[config.mk]
export PLATFORM = sky130hd
export DESIGN_NAME = sps_top
export DESIGN_NICKNAME = d
export VERILOG_FILES = /design/src/sps_pkg.sv /design/src/sps_sync.sv /design/src/sps_ext_blank.sv /design/src/sps_top.sv
export SDC_FILE = /design/constraint.sdc
export NUM_CORES = 1
export LEC_CHECK = 0
export ABC_AREA = 1
export BUFFER_PORTS_ARGS = -buffer_cell sky130_fd_sc_hd__buf_2
export CAP_MARGIN = 20
export CELL_PAD_IN_SITES_DETAIL_PLACEMENT = 0
export CELL_PAD_IN_SITES_GLOBAL_PLACEMENT = 1
export CORE_ASPECT_RATIO = 0.5
export CORE_MARGIN = 8
export CORE_UTILIZATION = 40
export DETAILED_ROUTE_END_ITERATION = 10
export HOLD_SLACK_MARGIN = 0.1
export PLACE_DENSITY_LB_ADDON = 0.1
export SLEW_MARGIN = 20
export SYNTH_ARGS = -nofsm -noshare
export SYNTH_HDL_FRONTEND = slang
export SYNTH_SLANG_ARGS = --single-unit
[constraint.sdc]
create_clock -name clk_i -period 5.67 [get_ports clk_i]
set_input_delay 0.8505 -clock clk_i [delete_from_list [all_inputs] [get_ports clk_i]]
set_output_delay 0.8505 -clock clk_i [all_outputs]
set_load 0.02 [all_outputs]
[src/sps_pkg.sv]
// Package of constants and types for the supply protection sequencer
// What this block does
// [RL1] Soft start rail and feedback high: odd-skip restart
// [RL2] Rail above top level: odd-skip restart always
// [RL3] Over temperature: odd-skip non-switching restart
// [RL4] Temperature release only at lower comparator
// [RL5] Rail low: shut down, recharge, turn on
// [RL6] Overload starts built-in timer, then extended counter
// [RL7] Extended step: discharge low, charge high, count
// [RL8] Count of 256 stops counter, done high
// [RL9] Done and overload after spike filter: odd-skip
// [RL10] Blanking is built-in plus extended interval
// [RL11] Brownout active from rail low level before turn-on
// [RL12] Brownout mode active by default at start-up
// [RL13] Brownout suppresses switching, keeps sensing input
// [RL14] Pin above reference clears latch, load off
// [RL15] Pin below reference sets latch, load on
// [RL16] Odd-skip: odd cycles skip detection and switching
// [RL17] Non-switching odd-skip: even cycles also no pulses
// [RL18] Inputs synchronised, timing counted on clock
package sps_pkg;
   localparam int unsigned CLK_HZ = 25000000;
   localparam int unsigned BLANK_MS = 20;
   localparam int unsigned BLANK_CYC = BLANK_MS * (CLK_HZ / 1000);
   localparam int unsigned SPIKE_US = 30;
   localparam int unsigned SPIKE_CYC = SPIKE_US * (CLK_HZ / 1000000);
   localparam int unsigned EXT_COUNT = 256;
   localparam int unsigned SYNC_W = 10;
   typedef enum logic [1:0] {
      SPS_MODE_NORMAL,
      SPS_MODE_ODD_SKIP,
      SPS_MODE_ODD_SKIP_NS
   } sps_mode_t;
   typedef enum logic [1:0] {
      SPS_ST_OFF,
      SPS_ST_SOFT,
      SPS_ST_RUN
   } sps_state_t;
endpackage

[src/sps_sync.sv]
// Two flip-flop synchroniser bank for comparator inputs
`timescale 1ns/1ps
module sps_sync #(
   parameter int W = 1
) (
   input wire logic clk_i,
   input wire logic reset_i,
   input wire logic [W-1:0] async_i,
   output logic [W-1:0] sync_o
);
   logic [W-1:0] meta_q;
   logic [W-1:0] meta_d;
   logic [W-1:0] sync_q;
   logic [W-1:0] sync_d;
   // Next values of both stages
   always_comb begin
      meta_d = async_i;
      sync_d = meta_q;
   end
   // Register both stages
   always_ff @(posedge clk_i) begin
      if (reset_i) begin
         meta_q <= '0;
         sync_q <= '0;
      end else begin
         meta_q <= meta_d;
         sync_q <= sync_d;
      end
   end
   assign sync_o = sync_q;
endmodule

[src/sps_ext_blank.sv]
// Extended blanking counter driving the pin charge and discharge switches
`timescale 1ns/1ps
module sps_ext_blank #(
   parameter int COUNT = 256
) (
   input wire logic clk_i,
   input wire logic reset_i,
   input wire logic start_i,
   input wire logic pin_low_i,
   input wire logic pin_high_i,
   output logic charge_switch_o,
   output logic discharge_switch_o,
   output logic done_o
);
   localparam int CW = $clog2(COUNT + 1);
   typedef enum logic [1:0] {SPS_EB_IDLE, SPS_EB_DIS, SPS_EB_CHG, SPS_EB_DONE} sps_eb_t;
   sps_eb_t st_q, st_d;
   logic [CW-1:0] cnt_q, cnt_d;
   // Next state of the swing counter
   always_comb begin
      st_d = st_q;
      cnt_d = cnt_q;
      case (st_q)
         SPS_EB_IDLE: begin
            cnt_d = '0;
            if (start_i) st_d = SPS_EB_DIS;
         end
         SPS_EB_DIS: begin
            if (!start_i) st_d = SPS_EB_IDLE;
            else if (pin_low_i) st_d = SPS_EB_CHG; // see [RL7]
         end
         SPS_EB_CHG: begin
            if (!start_i) st_d = SPS_EB_IDLE;
            else if (pin_high_i) begin // see [RL7]
               cnt_d = cnt_q + 1'b1;
               st_d = (cnt_q == CW'(COUNT - 1)) ? SPS_EB_DONE : SPS_EB_DIS; // see [RL8]
            end
         end
         default: begin
            if (!start_i) st_d = SPS_EB_IDLE;
         end
      endcase
   end
   // Register the counter and switch outputs
   always_ff @(posedge clk_i) begin
      if (reset_i) begin
         st_q <= SPS_EB_IDLE;
         cnt_q <= '0;
         charge_switch_o <= 1'b0;
         discharge_switch_o <= 1'b0;
         done_o <= 1'b0;
      end else begin
         st_q <= st_d;
         cnt_q <= cnt_d;
         charge_switch_o <= (st_d == SPS_EB_CHG);
         discharge_switch_o <= (st_d == SPS_EB_DIS);
         done_o <= (st_d == SPS_EB_DONE); // see [RL8]
      end
   end
endmodule

[src/sps_top.sv]
// Top of the supply protection sequencer
`timescale 1ns/1ps
module sps_top #(
   parameter int BLANK_CYCLES = sps_pkg::BLANK_CYC,
   parameter int SPIKE_CYCLES = sps_pkg::SPIKE_CYC,
   parameter int EXT_COUNT = sps_pkg::EXT_COUNT
) (
   input wire logic clk_i,
   input wire logic reset_i,
   input wire logic rail_above_7v_i,
   input wire logic rail_below_10v5_i,
   input wire logic rail_above_17v_i,
   input wire logic rail_above_20v5_i,
   input wire logic rail_above_25v5_i,
   input wire logic feedback_node_above_4v5_i,
   input wire logic temp_trip_i,
   input wire logic temp_release_i,
   input wire logic blanking_brownout_pin_above_0v9_i,
   input wire logic blanking_brownout_pin_above_4v5_i,
   output logic running_o,
   output logic switching_en_o,
   output logic soft_start_o,
   output logic startup_charge_en_o,
   output logic charge_switch_o,
   output logic discharge_switch_o,
   output logic load_switch_o,
   output logic brownout_latch_o,
   output logic ext_done_o,
   output sps_pkg::sps_mode_t mode_o,
   output logic odd_cycle_o
);
   import sps_pkg::*;

   ////////////////////////////////////////////////////////////////////////
   // Input synchronisation
   logic [SYNC_W-1:0] raw, syn;
   logic r7, r10, r17, r20, r25, fb45, t_trip, t_rel, pin09, pin45;
   assign raw = {rail_above_7v_i, rail_below_10v5_i, rail_above_17v_i, rail_above_20v5_i,
                 rail_above_25v5_i, feedback_node_above_4v5_i, temp_trip_i, temp_release_i,
                 blanking_brownout_pin_above_0v9_i, blanking_brownout_pin_above_4v5_i};
   // Every comparator passes two flops, see [RL18]
   sps_sync #(.W(SYNC_W)) u_sync (
      .clk_i(clk_i),
      .reset_i(reset_i),
      .async_i(raw),
      .sync_o(syn)
   );
   assign {r7, r10, r17, r20, r25, fb45, t_trip, t_rel, pin09, pin45} = syn;

   ////////////////////////////////////////////////////////////////////////
   // State
   sps_state_t st_q, st_d;
   sps_mode_t mode_q, mode_d;
   logic odd_q, odd_d;
   logic ot_q, ot_d;
   logic bo_q, bo_d;
   logic [31:0] blank_q, blank_d;
   logic [31:0] spike_q, spike_d;
   logic [31:0] soft_q, soft_d;
   logic ext_start_q, ext_start_d;
   logic ext_done;
   logic chg_sw, dis_sw;
   logic fault;
   logic detect;

   // Extended blanking counter, started by the built-in timer, see [RL6]
   sps_ext_blank #(.COUNT(EXT_COUNT)) u_ext (
      .clk_i(clk_i),
      .reset_i(reset_i),
      .start_i(ext_start_q),
      .pin_low_i(!pin09),
      .pin_high_i(pin45),
      .charge_switch_o(chg_sw),
      .discharge_switch_o(dis_sw),
      .done_o(ext_done)
   );

   ////////////////////////////////////////////////////////////////////////
   // Protection next-state logic
   always_comb begin
      st_d = st_q;
      mode_d = mode_q;
      odd_d = odd_q;
      ot_d = ot_q;
      bo_d = bo_q;
      blank_d = blank_q;
      spike_d = spike_q;
      soft_d = soft_q;
      ext_start_d = ext_start_q;
      fault = 1'b0;
      // Detection is off in odd skip cycles, see [RL16]
      detect = !(mode_q != SPS_MODE_NORMAL && odd_q);
      // Temperature with hysteresis, see [RL3] [RL4]
      if (t_trip) ot_d = 1'b1;
      else if (t_rel) ot_d = 1'b0;
      // Brownout latch follows the pin comparator once the rail is above 7 V, holds below, see [RL11] [RL12]
      if (r7 && pin09) bo_d = 1'b0; // see [RL14]
      else if (r7) bo_d = 1'b1; // see [RL15]
      // Built-in blanking timer, see [RL6] [RL10]
      if (st_q != SPS_ST_OFF && fb45 && detect) begin
         if (blank_q < 32'(BLANK_CYCLES)) blank_d = blank_q + 32'd1;
      end else begin
         blank_d = '0;
      end
      ext_start_d = (blank_d >= 32'(BLANK_CYCLES)); // see [RL6]
      // Spike filter on done and overload, see [RL9]
      if (ext_done && fb45) begin
         if (spike_q < 32'(SPIKE_CYCLES)) spike_d = spike_q + 32'd1;
      end else begin
         spike_d = '0;
      end
      case (st_q)
         SPS_ST_OFF: begin
            blank_d = '0;
            // Top rail level and temperature faults are taken while off as well
            if (ot_q) mode_d = SPS_MODE_ODD_SKIP_NS; // see [RL3]
            else if (r25) mode_d = SPS_MODE_ODD_SKIP; // see [RL2]
            if (r17 && !r10) begin // see [RL5]
               odd_d = !odd_q;
               if (mode_q != SPS_MODE_NORMAL && odd_q) begin
                  st_d = SPS_ST_SOFT; // even cycle follows: detect
               end else if (mode_q != SPS_MODE_NORMAL) begin
                  st_d = SPS_ST_OFF; // odd cycle skipped, see [RL16]
               end else begin
                  st_d = SPS_ST_SOFT;
               end
               soft_d = '0;
            end
         end
         SPS_ST_SOFT, SPS_ST_RUN: begin
            if (st_q == SPS_ST_SOFT) begin
               soft_d = soft_q + 32'd1;
               if (soft_q >= 32'(BLANK_CYCLES)) st_d = SPS_ST_RUN;
            end
            if (r25) fault = 1'b1; // see [RL2]
            if (st_q == SPS_ST_SOFT && r20 && fb45) fault = 1'b1; // see [RL1]
            if (spike_q >= 32'(SPIKE_CYCLES)) fault = 1'b1; // see [RL9]
            if (ot_q) begin
               mode_d = SPS_MODE_ODD_SKIP_NS; // see [RL3]
               st_d = SPS_ST_OFF;
            end else if (fault) begin
               mode_d = SPS_MODE_ODD_SKIP;
               st_d = SPS_ST_OFF;
            end else if (mode_q != SPS_MODE_NORMAL && st_q == SPS_ST_RUN) begin
               mode_d = SPS_MODE_NORMAL; // release only in even cycle, see [RL16] [RL17]
            end
            if (r10) st_d = SPS_ST_OFF; // see [RL5]
            if (st_d == SPS_ST_OFF) odd_d = 1'b0;
         end
         default: st_d = SPS_ST_OFF;
      endcase
   end

   ////////////////////////////////////////////////////////////////////////
   // Register all state and the outputs not driven by the extended counter
   always_ff @(posedge clk_i) begin
      if (reset_i) begin
         st_q <= SPS_ST_OFF;
         mode_q <= SPS_MODE_NORMAL;
         odd_q <= 1'b0;
         ot_q <= 1'b0;
         bo_q <= 1'b1; // see [RL12]
         blank_q <= '0;
         spike_q <= '0;
         soft_q <= '0;
         ext_start_q <= 1'b0;
         running_o <= 1'b0;
         switching_en_o <= 1'b0;
         soft_start_o <= 1'b0;
         startup_charge_en_o <= 1'b1;
         load_switch_o <= 1'b1;
         brownout_latch_o <= 1'b1;
         mode_o <= SPS_MODE_NORMAL;
         odd_cycle_o <= 1'b0;
      end else begin
         st_q <= st_d;
         mode_q <= mode_d;
         odd_q <= odd_d;
         ot_q <= ot_d;
         bo_q <= bo_d;
         blank_q <= blank_d;
         spike_q <= spike_d;
         soft_q <= soft_d;
         ext_start_q <= ext_start_d;
         running_o <= (st_d != SPS_ST_OFF);
         // No pulses in brownout or non-switching mode, see [RL13] [RL17]
         switching_en_o <= (st_d != SPS_ST_OFF) && !bo_d && (mode_d != SPS_MODE_ODD_SKIP_NS);
         soft_start_o <= (st_d == SPS_ST_SOFT);
         startup_charge_en_o <= (st_d == SPS_ST_OFF); // see [RL5]
         load_switch_o <= bo_d; // see [RL14] [RL15]
         brownout_latch_o <= bo_d;
         mode_o <= mode_d;
         odd_cycle_o <= odd_d;
      end
   end
   assign charge_switch_o = chg_sw;
   assign discharge_switch_o = dis_sw;
   assign ext_done_o = ext_done;
endmodule

==> results of run 1 <==
==> layout by cell type, fill, tap and decap left out, types with 3 or more instances in the layout <==
master,count
nor4_1,9
dfxtp_1,142
o21ai_0,32
a21oi_1,40
inv_1,138
nor2_4,3
clkbuf_16,17
nand4_1,21
a211oi_1,6
nand3_1,44
ha_1,11
and2_1,3
xor2_1,15
nor3_1,40
inv_2,4
clkinv_4,4
nor3b_1,3
buf_2,23
bufinv_16,3
clkinvlp_4,3
nor2_1,164
a31oi_1,3
nand2_1,176
nand2_2,7
==> sequential cells by signal (all words and copies together), names as in the netlist, 9 cells and up <==
signal / cells
blank_q: 32
soft_q: 32
spike_q: 32
u_sync.meta_q: 10
u_sync.sync_o: 10
u_ext.cnt_q: 9
==> power breakdown <==
part	internal (mW)	switching [mW]
Clock	0.716	0.449
Sequential	1.01	0.00641
Combinational	0.0184	0.0451
Total	1.74	0.500
==> through the flow <==
stage | util, % | setup WS (ns)
2_1_floorplan | - | 3.52
3_3_place_gp | 43.1 | 2.66
3_5_place_dp | 43.1 | 2.63
4_1_cts | 47.1 | 2.89
5_1_grt | 47.1 | 2.52
6_report | 47.1 | 2.86
==> area by class of cell <==
| class | instances | area [um2] | area share (%) |
|---|---|---|---|
| Inverter | 144 | 541 | 7.39 |
| Sequential cell | 142 | 2840 | 38.9 |
| Clock inverter | 12 | 161 | 2.21 |
| Multi-Input combinational cell | 603 | 2930 | 40.1 |
| Tap cell | 204 | 255 | 3.49 |
| Clock buffer | 19 | 453 | 6.20 |
| Timing Repair Buffer | 24 | 123 | 1.68 |
==> kinds of logic (layout without fill, tap and decap cells) <==
logic type,after synthesis,in the layout,synth area share [%]
DFF,142,142,44.5
adders and majority gates,11,11,2.15
buffers and inverters,160,199,9.61
xor gates and xnor gates,17,17,2.33
and+or+nand+nor,480,480,33.1
AOI/OAI and AO/OA,95,95,8.36
==> cell usage after synthesis (all sizes together) (3+ instances only) <==
library cell  instances  area, um2
and2                  3       18.8
a21oi                40        200
nor3                 43        236
ha                   11        138
nor4                  9       56.3
nor2                167        649
xor2                 15        131
a31oi                 3       18.8
a211oi                6       45.0
nand3                45        238
buf                   4       28.8
nor3b                 4       41.3
inv                 142        533
dfxtp               142       2840
nand2               184        716
nand4                21        131
o21ai                33        169
clkbuf               12       45.0
==> worst max-delay path by stage <==
stage,from,end,slack (ns),depth (start not counted)
final,st_q[1]$_SDFF_PP0_,ext_start_q$_SDFF_PP0_,2.86,9
after global routing,st_q[0]$_SDFF_PP0_,ext_start_q$_SDFF_PP0_,2.52,9
after CTS,st_q[0]$_SDFF_PP0_,ext_start_q$_SDFF_PP0_,2.89,9
after detailed placement,reset_i,soft_q[13]$_SDFFE_PP0P_,2.63,6
after global placement,reset_i,soft_q[13]$_SDFFE_PP0P_,2.66,6
after floorplan,st_q[0]$_SDFF_PP0_,soft_q[29]$_SDFFE_PP0P_,3.52,15
==> routing by layer <==
layer | up-vias | global-route usage, %
li1 | 2923 | -
met1 | 2444 | 19.3
met2 | 35 | 25.0
met3 | 11 | 3.52
met4 | 0 | 4.20
met5 | - | 0
==> critical path: cells and delay by family, from the launching register on <==
kind | cells | cell delay, ns
adder cells (fa/ha/maj) | 1 | 0.28
flip-flops | 1 | 0.34
buffers and inverters | 3 | 0.79
AO/OA/AOI/OAI | 2 | 0.45
AND/OR/NAND/NOR | 3 | 0.78
==> impl_metrics.csv, run 1 <==
group,metric,value,unit
sta,period_needed,2.81,ns
sta,skew,0.00870,ns
worst_hold_path,min_to,"u_sync.sync_o[3]$_SDFF_PP0_",
worst_hold_path,hp-class,"flop to flop",
worst_setup_path,r2r_setup_slack,2.86,ns
sta,whs,0.400,ns
cells_and_area,final_layout_size_suffix_gt1_share,8.16,%
sta,finalCritPeriodShare,49.6,%
synth,synth_ff_type,"dfxtp_1",
placed_design,placed_cells,1117,
clock_tree,clock_path_buffers,2,
floorplan,num_rows,32,
worst_setup_path,critPathKind,"flop to flop",
worst_setup_path,crit_chain,"inv_1 > ha_1 > inv_2 > nand3_1 > clkinv_1 > nand2_1 > nand4_1 > a2111oi_0 > a21oi_1",
clock_tree,holdBufCountCts,0,
sta,relSlewSlack,51.7,%
placed_design,numPortBuffers,23,
worst_setup_path,reg2reg_depth,9,
cells_and_area,fill_cells,1667,
sta,final_hold_viol_count,0,
sta,rsz0062_at_grt,"no",
floorplan,die_x,195,um
worst_setup_path,crit_required,5.94,ns
drt,wl_met1,7710,um
worst_setup_path,r2r-end,"ext_start_q$_SDFF_PP0_",
placed_design,place_hpwl,11000,um
clock_tree,clk_latency,0.42,ns
clock_tree,path_clk_slew,0.06,ns
synth,synth_edf_count,0,
status,outcome,"finished, final reports clean",
cells_and_area,layoutNonFillerInstCount,1148,
drt,drc_errors,0,
clock_tree,cts_inserted_buffers,17,
synth,syn-mean-instance-area,7.06,um2
cells_and_area,fin_area,7310,um2
power_and_ir_drop,p_per_area,307,nW/um2
clock_tree,cts_tree,"yes",
drt,drt_pass1_iterations,4,
sta,drv_slew,0,
clock_tree,cts_root_buf,"clkbuf_16",
clock_tree,htreeDepth,4,
sta,max_freq,0.356,GHz
drt,vias,5413,
synth,postSynthCellCount,905,
floorplan,ios,24,
synth,syn_area,6390,um2
worst_setup_path,start_kind,"flop",
drt,wl,14900,um
placed_design,placed_area,6700,um2
floorplan,die_area,20500,um2
global_routing,grt_use_total,15.0,%
floorplan,die-height,105,um
drt,topRoutingLayerUsed,"met4",
placed_design,gp_congestion,0.833,
global_routing,grt_max_degree,37,
worst_setup_path,crit_path_max_fanout,18,
worst_setup_path,crit_path_top_delay_cell,"clkinv_1",
cells_and_area,n_antenna_cell,0,
synth,syn-num-nets,928,
clock_tree,ctsResizeCount,0,
drt,wl_per_cell,13.0,um
synth,yosysWarnings,0,
cells_and_area,area_growth,14.4,%
drt,drtAntennaViolNets,0,
sta,fin_setup_tns,0,ns
drt,vias_per_cell,4.72,
drt,dr_wl_met3,334,um
drt,drt_iter0_markers,193,
synth,synth-seq-cells,142,
worst_setup_path,arrival,3.08,ns
global_routing,grt_pass1_vias,5252,
sta,setup_violations,0,
floorplan,start_util,41.1,%
global_routing,overflow,0,
clock_tree,postCtsSetupBuffers,0,
synth,seq_area_frac_synth,44.5,%
global_routing,grt_pass1_wl,25200,um
sta,tightest_slew,0.724,ns
worst_hold_path,hold_start,"u_sync.meta_q[3]$_SDFF_PP0_",
worst_setup_path,worstSetupEndpointType,"flop",
power_and_ir_drop,peakVddDrop,0.200,mV
worst_setup_path,critPathMaxStageDelay,0.58,ns
power_and_ir_drop,power.leakage,2.94,nW
floorplan,core,15500,um2
cells_and_area,nets,955,
power_and_ir_drop,totalPowerFinal,2.24,mW
worst_hold_path,whs_path_depth,2,
synth,yosysUniqueCellTypes,44,
worst_setup_path,reg2reg_from,"st_q[1]$_SDFF_PP0_",
synth,async_flop_share,0,%
global_routing,antenna_found_initial,0,
flow_run,drv_cap,0,
drt,routed-wl-met2,6740,um
clock_tree,cts_sinks,142,
Power figures use the tool's default switching activity.
==> inputs of run 2 (changes only) <==
--- a/config.mk
+++ b/config.mk
@@ -5,7 +5,7 @@
 export SDC_FILE = /design/constraint.sdc
 export NUM_CORES = 1
 export LEC_CHECK = 0
-export ABC_AREA = 1
+export ABC_AREA = 0
 export BUFFER_PORTS_ARGS = -buffer_cell sky130_fd_sc_hd__buf_2
 export CAP_MARGIN = 20
 export CELL_PAD_IN_SITES_DETAIL_PLACEMENT = 0
==> constraint.sdc (replaced) <==
create_clock -name clk_i -period 2.88 [get_ports clk_i]
set_input_delay 0.432 -clock clk_i [delete_from_list [all_inputs] [get_ports clk_i]]
set_output_delay 0.432 -clock clk_i [all_outputs]
set_load 0.02 [all_outputs]
==> impl_metrics.csv, run 2 <==
group,metric,value,unit
status,outcome,"finished, final reports clean",
flow_run,drv_cap,0,
worst_setup_path,arrival,2.80,ns
drt,vias_per_cell,4.83,
sta,drv_slew,0,
cells_and_area,n_antenna_cell,0,
power_and_ir_drop,p_clk_share,51.9,%
worst_setup_path,start_kind,"flop",
drt,drc_errors,0,
global_routing,grt_max_degree,31,
floorplan,die-height,102,um
clock_tree,clock_path_buffers,2,
sta,rsz0062_at_grt,"no",
power_and_ir_drop,p_switching,956,uW
clock_tree,cts_tree,"yes",
sta,fin_setup_tns,0,ns
floorplan,num_rows,31,
sta,max_freq,0.399,GHz
synth,syn_area,5870,um2
synth,synth_top_cell_by_area,"dfxtp_1",
drt,drt_iter0_markers,158,
floorplan,start_util,40.8,%
placed_design,numPortBuffers,23,
global_routing,grt_use_total,12.9,%
power_and_ir_drop,seq_power_share,45.8,%
floorplan,core,14400,um2
synth,synth-seq-cells,142,
synth,postSynthCellCount,638,
cells_and_area,area_growth,16.1,%
power_and_ir_drop,peakVddDrop,0.366,mV
clock_tree,clk_latency,0.41,ns
drt,drtAntennaViolNets,0,
placed_design,place_hpwl,8080,um
cells_and_area,fill_cells,1414,
floorplan,die_area,19000,um2
synth,netlist_top_cells_count,"142 x dfxtp_1, 94 x nor2_1, 40 x and2_1",
synth,seq_area_frac_synth,48.5,%
synth,syn-num-nets,661,
synth,synth.most_common_cell,"dfxtp_1",
global_routing,grt_pass1_vias,4008,
sta,final_hold_viol_count,0,
sta,skew,0.00722,ns
synth,yosysUniqueCellTypes,57,
synth,syn-mean-instance-area,9.20,um2
floorplan,die_x,187,um
clock_tree,holdBufCountCts,0,
sta,setup_violations,0,
worst_setup_path,worstSetupEndpointType,"flop",
worst_hold_path,hp-class,"input pin to flop",
clock_tree,htreeDepth,4,
synth,async_flop_share,0,%
global_routing,antenna_found_initial,0,
drt,wl_per_cell,13.3,um
global_routing,overflow,0,
placed_design,gp_congestion,0.776,
cells_and_area,fin_util,47.3,%
power_and_ir_drop,p_per_area,639,nW/um2
clock_tree,cts_root_buf,"clkbuf_16",
worst_setup_path,crit_required,3.17,ns
clock_tree,path_clk_slew,0.06,ns
sta,finalCritPeriodShare,87.1,%
synth,synth_edf_count,0,
drt,vias,4251,
clock_tree,cts_inserted_buffers,17,
clock_tree,ctsResizeCount,0,
power_and_ir_drop,p_sw_share,21.9,%
synth,yosysWarnings,0,
cells_and_area,layout.cells.most_common,"dfxtp_1",
floorplan,ios,24,
drt,wl,11700,um
power_and_ir_drop,power.leakage,2.50,nW
clock_tree,cts_sinks,142,
synth,synth_ff_type,"dfxtp_1",
clock_tree,postCtsSetupBuffers,0,
sta,relSlewSlack,57.3,%
worst_setup_path,crit_path_max_fanout,6,
sta,period_needed,2.51,ns
sta,tightest_slew,0.641,ns
synth,synth_top_area_share,48.5,%
cells_and_area,nets,693,
drt,drt_pass1_iterations,4,
power_and_ir_drop,p_int,3.40,mW
worst_setup_path,critPathKind,"flop to flop",
global_routing,grt_pass1_wl,20000,um
cells_and_area,final_layout_size_suffix_gt1_share,11.6,%
power_and_ir_drop,combPwrFrac,2.3,%
cells_and_area,final_cell_mix,"142 x dfxtp_1, 94 x nor2_1, 40 x and2_1",
synth,yosys-top-cells-area,"dfxtp_1 48%, nor2_1 6.0%, xnor2_1 4.3%",
cells_and_area,reg.largest.list,"blank_q x32, soft_q x32, spike_q x32",
==> run 2: cell types whose count changed after synthesis, moves of 19 or more <==
| cell | delta |
|---|---|
| nor2_1 | -70 |
| nand3_1 | -20 |
| nor3_1 | -23 |
| inv_1 | -120 |
| nor2b_1 | +25 |
| a21oi_1 | -21 |
| and2_1 | +37 |
| nand2_1 | -139 |
| xnor2_1 | +27 |
| o21ai_0 | -19 |
==> run 2: cell families after synthesis <==
family / Yosys count / synth area share, %
simple gates: 323 / 29.2
flops: 142 / 48.5
compound gates: 66 / 8.25
xor+xnor: 55 / 8.21
buf+inv: 35 / 2.43
fa+ha+maj: 11 / 2.35
mux: 6 / 1.09
==> run 2: final timing paths <==
path                                             startpoint  slack [ns]  cells after the start                          end
worst max-delay path                     st_q[0]$_SDFF_PP0_        0.37                      9      soft_q[31]$_SDFFE_PP0P_
worst min-delay path                      rail_above_25v5_i        0.23                      2  u_sync.meta_q[5]$_SDFF_PP0_
worst max register to register           st_q[0]$_SDFF_PP0_        0.37                      9      soft_q[31]$_SDFFE_PP0P_
worst min register to register  u_sync.meta_q[4]$_SDFF_PP0_        0.43                      1  u_sync.sync_o[4]$_SDFF_PP0_
==> run 2: power by group through the flow <==
stage	registers (mW)	clock network [mW]	logic, mW
finish	1.99	2.26	0.101
global route	1.99	2.41	0.114
CTS	1.99	2.33	0.104
detailed placement	2.04	0	0.103
global placement	2.04	0	0.103
floorplan	2.04	0	0.0632
==> run 2: critical path, cell delays in order (launching register included) <==
cell	delay, ns
dfxtp_1	0.38
inv_1	0.10
ha_1	0.33
mux2i_1	0.19
a2111oi_4	0.43
and3_1	0.23
nand4b_1	0.25
nor3_1	0.29
xnor2_1	0.14
nor2_1	0.05
==> run 2: cell type report <==
type / count / area [um2] / area share, %
tap: 198 / 248 / 3.64
inverter: 18 / 67.6 / 0.992
sequential: 142 / 2840 / 41.7
multi-input combinational: 461 / 2880 / 42.3
clock inverter: 14 / 180 / 2.64
clock buffer: 17 / 425 / 6.24
timing repair buffer: 30 / 168 / 2.46
==> run 2: metrics by stage <==
stage / total power [mW] / cell area, um2 / hold slack, ns / cells / setup slack [ns]
2_1_floorplan: 2.10 / 5870 / 0.413 / 638 / 0.496
3_3_place_gp: 2.14 / 6210 / 0.415 / 849 / 0.406
3_5_place_dp: 2.14 / 6210 / 0.425 / 849 / 0.374
4_1_cts: 4.42 / 6810 / 0.206 / 880 / 0.364
5_1_grt: 4.52 / 6810 / 0.217 / 880 / 0.107
6_report: 4.36 / 6810 / 0.227 / 880 / 0.371
==> run 2: metal layers <==
layer  wire, um  track usage, %  part of all wire (%)
met5          0               0                     0
met2       5210            20.0                    44
met4         72            3.64                  0.61
met1       6100            17.0                    52
met3        327            4.05                   2.8
==> inputs of run 3 (changes only) <==
--- a/config.mk
+++ b/config.mk
@@ -12,7 +12,7 @@
 export CELL_PAD_IN_SITES_GLOBAL_PLACEMENT = 1
 export CORE_ASPECT_RATIO = 0.5
 export CORE_MARGIN = 8
-export CORE_UTILIZATION = 40
+export CORE_UTILIZATION = 47
 export DETAILED_ROUTE_END_ITERATION = 10
 export HOLD_SLACK_MARGIN = 0.1
 export PLACE_DENSITY_LB_ADDON = 0.1
==> impl_metrics.csv, run 3 (same netlist as run 2, synthesis figures left out) <==
group,metric,value,unit
floorplan,ios,24,
cells_and_area,layout.cells.most_common,"dfxtp_1",
floorplan,die-height,95,um
floorplan,die_area,16500,um2
worst_setup_path,path_delay_family,"simple AND/OR/NAND/NOR gates",
placed_design,place_hpwl,7810,um
global_routing,overflow,0,
global_routing,grt_max_degree,31,
sta,drv_slew,0,
sta,final_hold_viol_count,0,
clock_tree,holdBufCountCts,0,
sta,max_freq,0.389,GHz
cells_and_area,fin_util,56.6,%
power_and_ir_drop,p_per_area,644,nW/um2
clock_tree,cts_inserted_buffers,17,
sta,relSlewSlack,58.2,%
drt,drt_iter0_markers,216,
global_routing,grt_pass1_vias,4157,
clock_tree,cts_sinks,142,
power_and_ir_drop,peakVddDrop,0.285,mV
cells_and_area,nets,693,
placed_design,numPortBuffers,23,
floorplan,start_util,49.0,%
clock_tree,path_clk_slew,0.06,ns
worst_setup_path,critPathKind,"flop to flop",
worst_setup_path,crit_chain,"inv_1 > ha_1 > mux2i_1 > a2111oi_4 > and3_1 > nand4b_1 > nor3_1 > xnor2_1 > nor2_1",
sta,rsz0062_at_grt,"no",
sta,fin_setup_tns,0,ns
sta,setup_violations,0,
worst_setup_path,arrival,2.86,ns
flow_run,drv_cap,0,
sta,skew,0.00965,ns
global_routing,antenna_found_initial,0,
clock_tree,postCtsSetupBuffers,0,
worst_setup_path,start_kind,"flop",
worst_setup_path,crit_required,3.17,ns
worst_setup_path,critPathBufInv,1,
cells_and_area,area_growth,15.6,%
floorplan,die_x,174,um
drt,drtAntennaViolNets,0,
sta,whs,0.231,ns
floorplan,core,12000,um2
clock_tree,cts_root_buf,"clkbuf_16",
global_routing,grt_use_total,14.2,%
placed_design,gp_congestion,0.808,
clock_tree,ctsResizeCount,0,
global_routing,grt_pass1_wl,19600,um
sta,period_needed,2.57,ns
worst_setup_path,critPathMaxStageDelay,0.44,ns
clock_tree,clock_path_buffers,2,
drt,wl_per_cell,13.0,um
drt,vias_per_cell,5.09,
worst_setup_path,worstSetupEndpointType,"flop",
cells_and_area,reg.largest.list,"blank_q x32, soft_q x32, spike_q x32",
drt,wl,11100,um
floorplan,num_rows,28,
cells_and_area,n_antenna_cell,0,
clock_tree,htreeDepth,4,
cells_and_area,final_cell_mix,"142 x dfxtp_1, 94 x nor2_1, 40 x and2_1",
worst_hold_path,hp-class,"input pin to flop",
drt,vias,4315,
power_and_ir_drop,power.leakage,2.50,nW
cells_and_area,final_layout_size_suffix_gt1_share,11.7,%
clock_tree,clk_latency,0.41,ns
worst_setup_path,crit_path_max_fanout,6,
drt,drt_pass1_iterations,5,
clock_tree,cts_tree,"yes",
sta,tightest_slew,0.621,ns
sta,finalCritPeriodShare,89.2,%
worst_setup_path,crit_path_top_delay_cell,"a2111oi_4",
drt,drc_errors,0,
status,outcome,"finished, final reports clean",
==> run 3: cell types whose count changed in the layout (fill, tap and decap cells not counted) <==
cell / delta
inv_6: -2
clkbuf_8: +1
clkinv_4: +1
clkinvlp_4: +1
==> run 3: path summary, 6_finish.rpt <==
path / from / end / slack, ns / depth (start not counted)
hold / removal: temp_release_i / u_sync.meta_q[2]$_SDFF_PP0_ / 0.23 / 2
setup reg to reg: st_q[0]$_SDFF_PP0_ / soft_q[29]$_SDFFE_PP0P_ / 0.31 / 9
setup / recovery: st_q[0]$_SDFF_PP0_ / soft_q[29]$_SDFFE_PP0P_ / 0.31 / 9
hold reg to reg: u_sync.meta_q[5]$_SDFF_PP0_ / u_sync.sync_o[5]$_SDFF_PP0_ / 0.44 / 1
==> run 3: final cells by class <==
| type | count | area [um2] |
|---|---|---|
| inverters | 18 | 67.6 |
| well taps | 165 | 206 |
| fillers | 1082 | 5200 |
| clock buffers | 18 | 439 |
| clock inverters | 14 | 179 |
| repair buffers | 30 | 168 |
| flip-flops and latches | 142 | 2840 |
| multi-input cells | 461 | 2880 |
==> run 3: worst reg2reg max path: stages (launching register included) <==
cell       delay (ns)
dfxtp_1          0.39
inv_1            0.11
ha_1             0.34
mux2i_1          0.19
a2111oi_4        0.44
and3_1           0.23
nand4b_1         0.24
nor3_1           0.31
xnor2_1          0.16
nor2_1           0.05
==> run 3: power breakdown <==
| group | leakage, nW | switching (mW) | internal, mW |
|---|---|---|---|
| combinational | 1.06 | 0.0606 | 0.0396 |
| clock | 0.294 | 0.872 | 1.40 |
| sequential | 1.15 | 0.00998 | 1.98 |
==> run 3: metal layers <==
metal | wire length (um) | global-route usage (%) | vias to the layer above | share of wire, %
met4 | 144 | 5.09 | 0 | 1.3
met5 | 0 | 0 | - | 0
met3 | 263 | 3.39 | 16 | 2.4
li1 | - | - | 2269 | -
met1 | 5790 | 18.5 | 1998 | 52
met2 | 4870 | 23.0 | 32 | 44
==> run 3: metrics by stage <==
stage	instance area, um2	std cells	worst slack [ns]	total power, mW
final	6780	848	0.311	4.37
after global routing	6780	848	0.0331	4.52
after CTS	6780	848	0.321	4.42
after detailed placement	6170	816	0.352	2.14
after global placement	6170	816	0.412	2.14
after floorplan	5870	638	0.496	2.10
